===== config.mk =====
export PLATFORM = sky130hd
export DESIGN_NAME = tta_base_counter
export DESIGN_NICKNAME = d
export VERILOG_FILES = /design/src/logic/tta_base_counter_chk_placeholder.v /design/src/logic/tta_base_counter.v
export VERILOG_INCLUDE_DIRS = /design/src /design/src/logic
export SDC_FILE = /design/constraint.sdc
export NUM_CORES = 1
export LEC_CHECK = 0
export BUFFER_PORTS_ARGS = -buffer_cell sky130_fd_sc_hd__buf_2
export CAP_MARGIN = 20
export CORE_UTILIZATION = 60
export CTS_CLUSTER_DIAMETER = 40
export CTS_CLUSTER_SIZE = 20
export DETAILED_ROUTE_END_ITERATION = 12
export GPL_TIMING_DRIVEN = 0
export PLACE_DENSITY = 0.76
export SYNTH_ARGS = -nofsm -noshare
export SYNTH_HDL_FRONTEND = slang
export SYNTH_SLANG_ARGS = --single-unit

===== constraint.sdc =====
create_clock -name CLOCK -period 20.4 [get_ports CLOCK]
set_input_delay 4.08 -clock CLOCK [delete_from_list [all_inputs] [get_ports CLOCK]]
set_output_delay 4.08 -clock CLOCK [all_outputs]
set_load 0.02 [all_outputs]

===== src/logic/tta_defs.vh =====
// register map, field positions and reset values of the buffered base timer/counter
`ifndef TTA_DEFS_VH
`define TTA_DEFS_VH

// register offsets, one 16-bit word each
`define TTA_ADDR_MAIN_CTRL   5'h00
`define TTA_ADDR_MODE        5'h01
`define TTA_ADDR_CMD_CTRL    5'h02
`define TTA_ADDR_SHADOW_FLAG 5'h03
`define TTA_ADDR_EVENT_CTRL  5'h04
`define TTA_ADDR_FLAGS       5'h05
`define TTA_ADDR_COUNT       5'h08
`define TTA_ADDR_PERIOD      5'h09
`define TTA_ADDR_PERIOD_SHD  5'h0a
`define TTA_ADDR_CMP_BASE    5'h0c
`define TTA_ADDR_CMP_SHD     5'h10

// main_control_reg fields
`define TTA_MAIN_ENABLE_BIT  0
`define TTA_MAIN_PSEL_LSB    1
// mode register fields
`define TTA_MODE_SPLIT_BIT   0
`define TTA_MODE_UPDBOT_BIT  1
// command_control_reg fields
`define TTA_CMD_DIR_BIT      0
`define TTA_CMD_LOCK_BIT     1
// event_control_reg fields
`define TTA_EVC_COUNT_ON_EVENT_ENABLE_BIT    0
`define TTA_EVC_ACT_LSB      1
`define TTA_EVACT_COUNT      2'h0
`define TTA_EVACT_DIR        2'h1
`define TTA_EVACT_RESTART    2'h2
// flag register fields
`define TTA_FLAG_OVF_BIT     0
`define TTA_FLAG_HOVF_BIT    1
`define TTA_FLAG_CMP_LSB     2
`define TTA_FLAG_HCMP_LSB    5

// reset values
`define TTA_RST_WORD         16'h0000
`define TTA_RST_PERIOD       16'hffff
`define TTA_RST_PRESC        10'h000

`endif


===== src/logic/tta_base_counter_chk_placeholder.v =====
// intentionally empty design unit list: no further modules
`timescale 1ns/1ps


===== src/logic/tta_base_counter.v =====
// base counter with prescaler, double-buffered period/compare and register port
//
// Implementation choices: the register offsets and the address-and-strobe port.
`timescale 1ns/1ps
`include "tta_defs.vh"

module tta_base_counter #(
  parameter NUM_CH = 3,
  parameter PRESC_W = 10
) (
  // clock and reset
  input wire CLOCK,
  input wire RESET,
  // register port
  input wire [4:0] ADDR,
  input wire [15:0] WDATA,
  input wire WR,
  input wire RD,
  output reg [15:0] RDATA,
  // event system
  input wire EVENT_IN,
  output reg OVF_EVENT,
  output reg HIGH_OVF_EVENT,
  output reg [NUM_CH-1:0] CMP_EVENT,
  output reg [NUM_CH-1:0] HIGH_CMP_EVENT
);

  // ---------------------------------------------------------------
  // control registers
  // ---------------------------------------------------------------
  reg enable_ff;
  reg [2:0] prescale_select_ff;
  reg split_ff;
  reg upd_bottom_ff;
  reg dir_down_ff;
  reg update_lock_ff;
  reg count_on_event_enable_ff;
  reg [1:0] ev_action_ff;
  reg [15:0] count_value_ff;
  reg [15:0] period_ff;
  reg [15:0] period_shadow_ff;
  reg period_shadow_valid_ff;
  reg [7:0] flags_ff;
  reg [PRESC_W-1:0] presc_ff;
  reg ev_prev_ff;

  wire [NUM_CH*16-1:0] cmp_all;
  wire [NUM_CH*16-1:0] cshd_all;
  wire [NUM_CH-1:0] compare_shadow_valid;
  wire [NUM_CH-1:0] match16;
  wire [NUM_CH-1:0] match_lo;
  wire [NUM_CH-1:0] match_hi;

  wire wr_main = WR && (ADDR == `TTA_ADDR_MAIN_CTRL);
  wire wr_mode = WR && (ADDR == `TTA_ADDR_MODE);
  wire wr_cmd = WR && (ADDR == `TTA_ADDR_CMD_CTRL);
  wire wr_evc = WR && (ADDR == `TTA_ADDR_EVENT_CTRL);
  wire wr_flags = WR && (ADDR == `TTA_ADDR_FLAGS);
  wire wr_count = WR && (ADDR == `TTA_ADDR_COUNT);
  wire wr_period = WR && (ADDR == `TTA_ADDR_PERIOD);
  wire wr_pshd = WR && (ADDR == `TTA_ADDR_PERIOD_SHD);

  // ---------------------------------------------------------------
  // tick generation
  // ---------------------------------------------------------------
  reg [PRESC_W-1:0] presc_mask;
  always @* begin
    case (prescale_select_ff)
      3'h0: presc_mask = 10'h000;
      3'h1: presc_mask = 10'h001;
      3'h2: presc_mask = 10'h003;
      3'h3: presc_mask = 10'h007;
      3'h4: presc_mask = 10'h00f;
      3'h5: presc_mask = 10'h03f;
      3'h6: presc_mask = 10'h0ff;
      default: presc_mask = 10'h3ff;
    endcase
  end

  // event system runs on this clock, so no synchroniser is needed
  wire ev_rise = EVENT_IN && !ev_prev_ff;
  wire presc_tick = ((presc_ff & presc_mask) == presc_mask);
  wire tick = enable_ff && (count_on_event_enable_ff ? ev_rise : presc_tick);
  wire restart = enable_ff && ev_rise && (ev_action_ff == `TTA_EVACT_RESTART);
  wire down = (ev_action_ff == `TTA_EVACT_DIR) ? EVENT_IN : dir_down_ff;

  // ---------------------------------------------------------------
  // continuous comparators
  // ---------------------------------------------------------------
  // bottom detect
  wire at_bottom = (count_value_ff == 16'h0000);
  wire at_top = (count_value_ff == period_ff);
  // max detect; the up count wraps there on its own
  wire at_max = (count_value_ff == 16'hffff);
  wire lo_bottom = (count_value_ff[7:0] == 8'h00);
  wire lo_top = (count_value_ff[7:0] == period_ff[7:0]);
  wire hi_bottom = (count_value_ff[15:8] == 8'h00);
  wire hi_top = (count_value_ff[15:8] == period_ff[15:8]);

  wire bot_c = split_ff ? lo_bottom : at_bottom;
  wire top_c = split_ff ? lo_top : at_top;
  // update point at top or bottom per mode
  wire upd_cond = tick && (upd_bottom_ff ? bot_c : top_c);
  wire upd_fire = upd_cond && !update_lock_ff;

  // ---------------------------------------------------------------
  // compare channels
  // ---------------------------------------------------------------
  genvar g;
  generate
    for (g = 0; g < NUM_CH; g = g + 1) begin : ch
      reg [15:0] cmp_ff;
      reg [15:0] cshd_ff;
      reg cvalid_ff;
      localparam [4:0] CH_OFS = g;
      wire wr_cmp = WR && (ADDR == (`TTA_ADDR_CMP_BASE + CH_OFS));
      wire wr_cshd = WR && (ADDR == (`TTA_ADDR_CMP_SHD + CH_OFS));
      always @(posedge CLOCK or posedge RESET) begin
        if (RESET) begin
          cmp_ff <= `TTA_RST_WORD;
          cshd_ff <= `TTA_RST_WORD;
          cvalid_ff <= 1'b0;
        end else begin
          // direct compare write bypasses the shadow
          if (wr_cmp) begin
            cmp_ff <= WDATA;
          end else if (upd_fire && cvalid_ff) begin
            cmp_ff <= cshd_ff;
          end
          if (wr_cshd) begin
            cshd_ff <= WDATA;
          end
          // write sets valid, winning over update clear
          if (wr_cshd) begin
            cvalid_ff <= 1'b1;
          end else if (upd_fire) begin
            cvalid_ff <= 1'b0;
          end
        end
      end
      assign cmp_all[g*16 +: 16] = cmp_ff;
      assign cshd_all[g*16 +: 16] = cshd_ff;
      assign compare_shadow_valid[g] = cvalid_ff;
      assign match16[g] = (count_value_ff == cmp_ff);
      assign match_lo[g] = (count_value_ff[7:0] == cmp_ff[7:0]);
      assign match_hi[g] = (count_value_ff[15:8] == cmp_ff[15:8]);
    end
  endgenerate

  // ---------------------------------------------------------------
  // count next-state
  // ---------------------------------------------------------------
  function [7:0] step8;
    input [7:0] val;
    input [7:0] per;
    input dn;
    input top;
    input bot;
    begin
      if (dn) begin
        step8 = bot ? per : val - 8'h01;
      end else begin
        step8 = top ? 8'h00 : val + 8'h01;
      end
    end
  endfunction

  reg [15:0] nxt_count_value;
  always @* begin
    nxt_count_value = count_value_ff;
    if (wr_count) begin
      nxt_count_value = WDATA;
    end else if (restart) begin
      nxt_count_value = down ? period_ff : 16'h0000;
    end else if (tick) begin
      if (split_ff) begin
        nxt_count_value[7:0] = step8(count_value_ff[7:0], period_ff[7:0], down, lo_top, lo_bottom);
        nxt_count_value[15:8] = step8(count_value_ff[15:8], period_ff[15:8], down, hi_top,
                                      hi_bottom);
      // reload period at bottom when down
      end else if (down) begin
        nxt_count_value = at_bottom ? period_ff : count_value_ff - 16'h0001;
      // wrap to zero after top when up
      end else begin
        nxt_count_value = (at_top || at_max) ? 16'h0000 : count_value_ff + 16'h0001;
      end
    end
  end

  // ---------------------------------------------------------------
  // tick-delayed effects
  // ---------------------------------------------------------------
  // the condition is the value reached on the previous tick, so the effect lands one tick later
  wire ovf_hit = split_ff ? (down ? lo_bottom : lo_top) : (down ? at_bottom : at_top);
  wire hovf_hit = split_ff && (down ? hi_bottom : hi_top);
  wire [NUM_CH-1:0] cmp_hit = split_ff ? match_lo : match16;
  wire [NUM_CH-1:0] hcmp_hit = split_ff ? match_hi : {NUM_CH{1'b0}};
  wire [7:0] flag_set = tick ? {hcmp_hit, cmp_hit, hovf_hit, ovf_hit} : 8'h00;

  // ---------------------------------------------------------------
  // state registers
  // ---------------------------------------------------------------
  always @(posedge CLOCK or posedge RESET) begin
    if (RESET) begin
      enable_ff <= 1'b0;
      prescale_select_ff <= 3'h0;
      split_ff <= 1'b0;
      upd_bottom_ff <= 1'b0;
      dir_down_ff <= 1'b0;
      update_lock_ff <= 1'b0;
      count_on_event_enable_ff <= 1'b0;
      ev_action_ff <= `TTA_EVACT_COUNT;
      count_value_ff <= `TTA_RST_WORD;
      period_ff <= `TTA_RST_PERIOD;
      period_shadow_ff <= `TTA_RST_PERIOD;
      period_shadow_valid_ff <= 1'b0;
      flags_ff <= 8'h00;
      presc_ff <= `TTA_RST_PRESC;
      ev_prev_ff <= 1'b0;
      OVF_EVENT <= 1'b0;
      HIGH_OVF_EVENT <= 1'b0;
      CMP_EVENT <= {NUM_CH{1'b0}};
      HIGH_CMP_EVENT <= {NUM_CH{1'b0}};
    end else begin
      // enable starts counting at the selected rate
      if (wr_main) begin
        enable_ff <= WDATA[`TTA_MAIN_ENABLE_BIT];
        prescale_select_ff <= WDATA[`TTA_MAIN_PSEL_LSB +: 3];
      end
      if (wr_mode) begin
        split_ff <= WDATA[`TTA_MODE_SPLIT_BIT];
        upd_bottom_ff <= WDATA[`TTA_MODE_UPDBOT_BIT];
      end
      if (wr_cmd) begin
        dir_down_ff <= WDATA[`TTA_CMD_DIR_BIT];
        update_lock_ff <= WDATA[`TTA_CMD_LOCK_BIT];
      end
      if (wr_evc) begin
        count_on_event_enable_ff <= WDATA[`TTA_EVC_COUNT_ON_EVENT_ENABLE_BIT];
        ev_action_ff <= WDATA[`TTA_EVC_ACT_LSB +: 2];
      end
      presc_ff <= enable_ff ? presc_ff + 10'h001 : `TTA_RST_PRESC;
      ev_prev_ff <= EVENT_IN;
      count_value_ff <= nxt_count_value;
      if (wr_period) begin
        period_ff <= WDATA;
      // valid period shadow copied at update
      end else if (upd_fire && period_shadow_valid_ff) begin
        period_ff <= period_shadow_ff;
      end
      if (wr_pshd) begin
        period_shadow_ff <= WDATA;
      end
      if (wr_pshd) begin
        period_shadow_valid_ff <= 1'b1;
      end else if (upd_fire) begin
        period_shadow_valid_ff <= 1'b0;
      end
      // match flag set on the tick, set beats write-one clear
      flags_ff <= (flags_ff & ~(wr_flags ? WDATA[7:0] : 8'h00)) | flag_set;
      // events one tick after the value was reached
      OVF_EVENT <= flag_set[`TTA_FLAG_OVF_BIT];
      HIGH_OVF_EVENT <= flag_set[`TTA_FLAG_HOVF_BIT];
      CMP_EVENT <= flag_set[`TTA_FLAG_CMP_LSB +: NUM_CH];
      HIGH_CMP_EVENT <= flag_set[`TTA_FLAG_HCMP_LSB +: NUM_CH];
    end
  end

  // ---------------------------------------------------------------
  // read port
  // ---------------------------------------------------------------
  reg [15:0] rd_mux;
  always @* begin
    rd_mux = 16'h0000;
    if (ADDR == `TTA_ADDR_MAIN_CTRL) begin
      rd_mux = {12'h000, prescale_select_ff, enable_ff};
    end else if (ADDR == `TTA_ADDR_MODE) begin
      rd_mux = {14'h0000, upd_bottom_ff, split_ff};
    end else if (ADDR == `TTA_ADDR_CMD_CTRL) begin
      rd_mux = {14'h0000, update_lock_ff, dir_down_ff};
    end else if (ADDR == `TTA_ADDR_SHADOW_FLAG) begin
      rd_mux = {12'h000, compare_shadow_valid, period_shadow_valid_ff};
    end else if (ADDR == `TTA_ADDR_EVENT_CTRL) begin
      rd_mux = {13'h0000, ev_action_ff, count_on_event_enable_ff};
    end else if (ADDR == `TTA_ADDR_FLAGS) begin
      rd_mux = {8'h00, flags_ff};
    end else if (ADDR == `TTA_ADDR_COUNT) begin
      rd_mux = count_value_ff;
    end else if (ADDR == `TTA_ADDR_PERIOD) begin
      rd_mux = period_ff;
    end else if (ADDR == `TTA_ADDR_PERIOD_SHD) begin
      rd_mux = period_shadow_ff;
    end else if (ADDR >= `TTA_ADDR_CMP_BASE && ADDR < `TTA_ADDR_CMP_BASE + 5'd3) begin
      rd_mux = cmp_all[(ADDR - `TTA_ADDR_CMP_BASE) * 16 +: 16];
    end else if (ADDR >= `TTA_ADDR_CMP_SHD && ADDR < `TTA_ADDR_CMP_SHD + 5'd3) begin
      rd_mux = cshd_all[(ADDR - `TTA_ADDR_CMP_SHD) * 16 +: 16];
    end
  end

  // read data only in the cycle after the strobe; zero otherwise
  always @(posedge CLOCK or posedge RESET) begin
    if (RESET) begin
      RDATA <= 16'h0000;
    end else begin
      RDATA <= RD ? rd_mux : 16'h0000;
    end
  end

endmodule // tta_base_counter


; Word-level counts from Yosys, hierarchy flattened
; Cells that the tools add are included.
[totals]
ff_bits = 202
wordCells = 182
out_inout_bits = 24
input_bits = 26
[op_classes]
order_cmp = 4
n_mux = 54
n_eq_ne = 36
addsub = 9
bitwise = 4
shift = 2
n_reduce_logical = 44
[op_table]
columns = cell, count
row1 = 2-to-1 mux 16 bit, 28
row2 = variable part select 48 x 33 -> 16 bit, 2
row3 = one-hot mux 10 bit (7 select lines), 1
row4 = equality test 16 bit, 4
row5 = equality test 8 bit, 8
row6 = 2-to-1 mux 8 bit, 8
row7 = equality test 5 x 4 -> 1 bit (second input constant), 6
row8 = logical AND 1 bit, 27
row9 = adder 16 x 1 -> 16 bit (second input constant), 1
row10 = adder 8 x 1 -> 8 bit (second input constant), 2
row11 = equality test 16 bit (second input constant), 1
row12 = zero test 16 bit, 1
row13 = zero test 8 bit, 2
row14 = nonzero test 2 bit, 8
row15 = subtractor 16 x 1 -> 16 bit (second input constant), 1
row16 = subtractor 8 x 1 -> 8 bit (second input constant), 2
row17 = equality test 5 bit (second input constant), 3
row18 = 2-to-1 mux 1 bit, 14
row19 = adder 10 x 1 -> 10 bit (second input constant), 1
row20 = bitwise AND 10 bit, 1
row21 = equality test 10 bit, 1
row22 = equality test 5 x 2 -> 1 bit (second input constant), 2
row23 = equality test 5 x 3 -> 1 bit (second input constant), 2
row24 = 2-to-1 mux 10 bit, 1
row25 = other kinds (21), 26

; Logic depth before layout (Yosys ltp)
[depth]
word_depth = 14
ltp_mapped = 11
mapped_depth_nobuf = 9

; Worst setup path after synthesis
; No wires, ideal clock.
[synth_timing]
kind = input to register
startpoint = in ADDR[1]
endpoint = reg ch[0].cshd_ff[0]
setup_time_ns = 0.125
n_path_buf = 4
t_arrival_ns = 5.721
setup_slack_ns = 14.554
path_stages = 6
required_ns = 20.275
cell_sequence = buf_2 > buf_2 > buf_1 > nor3_2 > buf_2 > mux2_2
[synth_between]
elab_chain_cells = 2
[synth_lines]
columns = item, line
row1 = start: declaration, tta_base_counter.v:15  ; input wire [4:0] ADDR,
row2 = equality test 5 bit, tta_base_counter.v:117  ; wire wr_cshd = WR && (ADDR == (`TTA_ADDR_CMP_SHD + CH_OFS));
row3 = logical AND 1 bit, tta_base_counter.v:117
row4 = end signal: assignment, tta_base_counter.v:121  ; cshd_ff <= `TTA_RST_WORD;
row5 = end: declaration, tta_base_counter.v:113  ; reg [15:0] cshd_ff;
; No other way between the ends.
; A chain may end at the register's enable or synchronous reset.

; Final worst setup path
[layout_timing]
startpoint = in WR
endpoint = reg ch[2].cshd_ff[8]
[layout_between]
elab_chain_cells = 1
[layout_lines]
columns = item, line
row1 = start: declaration, tta_base_counter.v:17  ; input wire WR,
row2 = logical AND 1 bit, tta_base_counter.v:117
row3 = end signal: assignment, tta_base_counter.v:121
row4 = end: declaration, tta_base_counter.v:113
; No other way between the ends.

==> impl_results.md <==
* Post-detailed-route count of antenna-violating nets at 0
* WL per Instance at 22.9 um
* Crit-path max cell delay at between 800 and 900 ps
* Crit path depth at 5
* CTS tree: built
* Required @ worst endpoint at between 20,000 and 25,000 ps
* EDFF count, synth at 0
* Ant diodes at 0
* Fin crit period at 6260 ps
* Switching share of power at 36.3%
* Sum of negative setup slack at 0 ps
* Post-CTS setup repair buffer count at 0
* Iter 0 DRT Violations at 1,200
* Total track usage at around two fifths
* Synth area leaders: dfrtp_1 34%, mux2_2 6.8%, dfstp_2 6.8%, nand2_1 6.7%, xor2_1 4.4%
* Synth area leader: dfrtp_1
* Post-CTS Hold Fix Bufs at 0
* Top-count cell post-synth: nand2_1
* Total gr overflow at 0
* Sequential cell area at around 5100 um^2
* Switching power at approximately 600 uW
* Sequential group share of total power at a little over a third
* Primary FF master, synth: dfrtp_1
* # fillers at around 1,600
* Status: finished, final reports clean
* Period utilization at 30.7%
* Internal Power at 1.05 mW
* CTS clk-pin slew, worst paths at 60 ps
* Crit path buf inv count at 2
* Maximum vdd drop at 0.0000905 V
* Clock skew at 19.4 ps
* Power per Cell Area at ~120 nW/um^2
* Final setup viols at 0
* Die width at between 100 and 150 um
* Layout cells sized above 1 at 16.8%
* Starting density of the core at 61.1%
* Fin. Hold Viols at 0
* Synthesis Warnings at 0
* Cell mode on critical path: clkbuf_1
* Setup crit start kind: input port
* Hold Path Stages at 1
* Rel. slew slack at 26.3%
* Worst min path class: flip-flop to flip-flop
* Pwr Total at 1.65 mW
* H-tree Lvls at 1
* Gpl congestion at about 1
* Multi-input gate area in the final layout at between 6000 and 7000 um^2
* Fin util at 69.3%
* Yosys top cell area share at 34.4%
* Num rows at 52
* Initial antenna violation count at 0
* Cell area after synthesis at 12,400 um^2
* Global-route wire length before repair at 62.6 mm
* Die height at 146 um
* Longest Clk Path Bufs at 3
* Drt total wl at approximately 40 mm
* Largest net degree at the start of global routing at 134
* Cell variety after synth at 70
* Critical path, cell by cell: clkbuf_1, nand3_1, nor2_1, clkbuf_1, mux2_2
* Reg2reg path depth at 10
* Clock power frac at 34.4%
* Die ar. at 21,200 um^2
* Least-Margin Pin Slew at 1100 ps
* CP max FO at 10
* Post-Synthesis Cells at 1,365
* Via density at ~6.5
* Combinational power share at 30.0%
* Fmax at 160 MHz
* Register area share after synthesis at 41.2%
* Slew Viols, Final at 0
* Ys async rst share at 100%
* Clock latency on the worst-skew pair at 580 ps
* Slowest CP cell: nor2_1
* Number of global-route vias before repair at 11,201
* I/O pin count at 50
* Critical path class: input port to flip-flop
* # resized after CTS at 0
* Net count of the mapped netlist at 1,401
* Max-Cap Viols at 0
* Drt first pass iters at 6
* RSZ-0062 raised after global routing: false
* Post-DP HPWL at ~29 mm
* Delay-heaviest family, CP: simple AND/OR/NAND/NOR gates
* Seq cells post-synth at 202
* DRC at 0
* Crit end category: flip-flop
* Area Growth Syn to Fin at 13.5%
* Placed Cells at 1,670
* # port buffers at 34
* Mean post-synth cell area at approximately 9 um^2
* Cell Count, Final, Fillers Out at 1,728
* WP data arrival at 6710 ps
* Clock sink total at 202
* Static Leak at 6.10 nW
* Core area at 20,200 um^2
* Clock root buffer: clkbuf_16
* Total CTS buffers at 31
* Fin nets at around 1,500
* Most instantiated cells after synthesis: 222 x nand2_1, 170 x dfrtp_1, 135 x nor2_1
* Via count at ~11,000
cells in the final DEF, fill, tap and decap left out, drive strengths merged, types with 23 or more instances in the layout:
master / synthesis / routed
clkbuf: 57 / 94
mux2: 75 / 75
inv: 13 / 23
nand3: 28 / 28
mux2i: 50 / 50
buf: 54 / 89
xnor2: 42 / 42
a31oi: 67 / 67
nand2: 222 / 222
dfstp: 32 / 32
xor2: 62 / 62
o21ai: 70 / 70
nor2: 135 / 135
a21oi: 39 / 39
dfrtp: 170 / 170
metal layers:
layer | track usage (%) | up-vias | share of wire, %
met4 | 21.3 | 0 | 6.5
met1 | 49.7 | 5380 | 40
met3 | 5.92 | 183 | 8.6
met2 | 60.8 | 650 | 45
li1 | - | 4973 | -
met5 | 0 | - | 0
power by group through the flow:
stage | clock network [mW] | logic [mW] | registers, mW
after floorplan | 0 | 0.370 | 0.556
after global placement | 0 | 0.473 | 0.583
after detailed placement | 0 | 0.481 | 0.585
after CTS | 0.569 | 0.484 | 0.580
after global routing | 0.586 | 0.535 | 0.594
final | 0.567 | 0.493 | 0.586
kinds of logic after synthesis:
| logic type | count (synthesis) | synth area share [%] |
|---|---|---|
| adders and majority gates | 10 | 1.01 |
| AOI/OAI and AO/OA | 310 | 17.1 |
| muxes | 125 | 10.9 |
| DFF | 202 | 41.2 |
| xor gates and xnor gates | 104 | 7.37 |
| buffers and inverters | 125 | 4.88 |
| and+or+nand+nor | 489 | 17.5 |
cell type report:
cell class / count / area share, %
Clock inverter: 21 / 1.97
Clock buffer: 37 / 6.05
Inverter: 14 / 0.428
Multi-Input combinational cell: 1038 / 47.5
Timing Repair Buffer: 35 / 1.41
Tap cell: 270 / 2.41
Buffer: 111 / 3.93
Sequential cell: 202 / 36.3
per-stage QoR:
stage,setup slack [ps],instance area (um^2),hold WS (ps)
floorplan,10860,12400,449
global placement,8650,12900,463
detailed placement,13650,12900,477
CTS,14200,14000,489
global route,13960,14000,507
finish,14140,14000,488
registers in the layout (all words and copies together) (netlist names), 2 cells and up:
| register | count |
|---|---|
| CMP_EVENT | 3 |
| HIGH_CMP_EVENT | 3 |
| RDATA | 16 |
| ch.cmp_ff | 48 |
| ch.cshd_ff | 48 |
| ch.cvalid_ff | 3 |
| count_value_ff | 16 |
| ev_action_ff | 2 |
| flags_ff | 8 |
| period_ff | 16 |
| period_shadow_ff | 16 |
| presc_ff | 10 |
| prescale_select_ff | 3 |
final timing paths:
path                              startpoint                 end  slack, ps
max in group asynchronous              RESET  count_value_ff[11]      15800
setup / recovery                          WR    ch[2].cshd_ff[8]      14140
min in group asynchronous              RESET    ch[0].cshd_ff[1]       3550
setup reg to reg           count_value_ff[8]     ch[0].cmp_ff[4]      16750
hold / removal                   flags_ff[2]         flags_ff[2]        490
hold reg to reg                  flags_ff[2]         flags_ff[2]        490
Power figures use the tool's default switching activity.
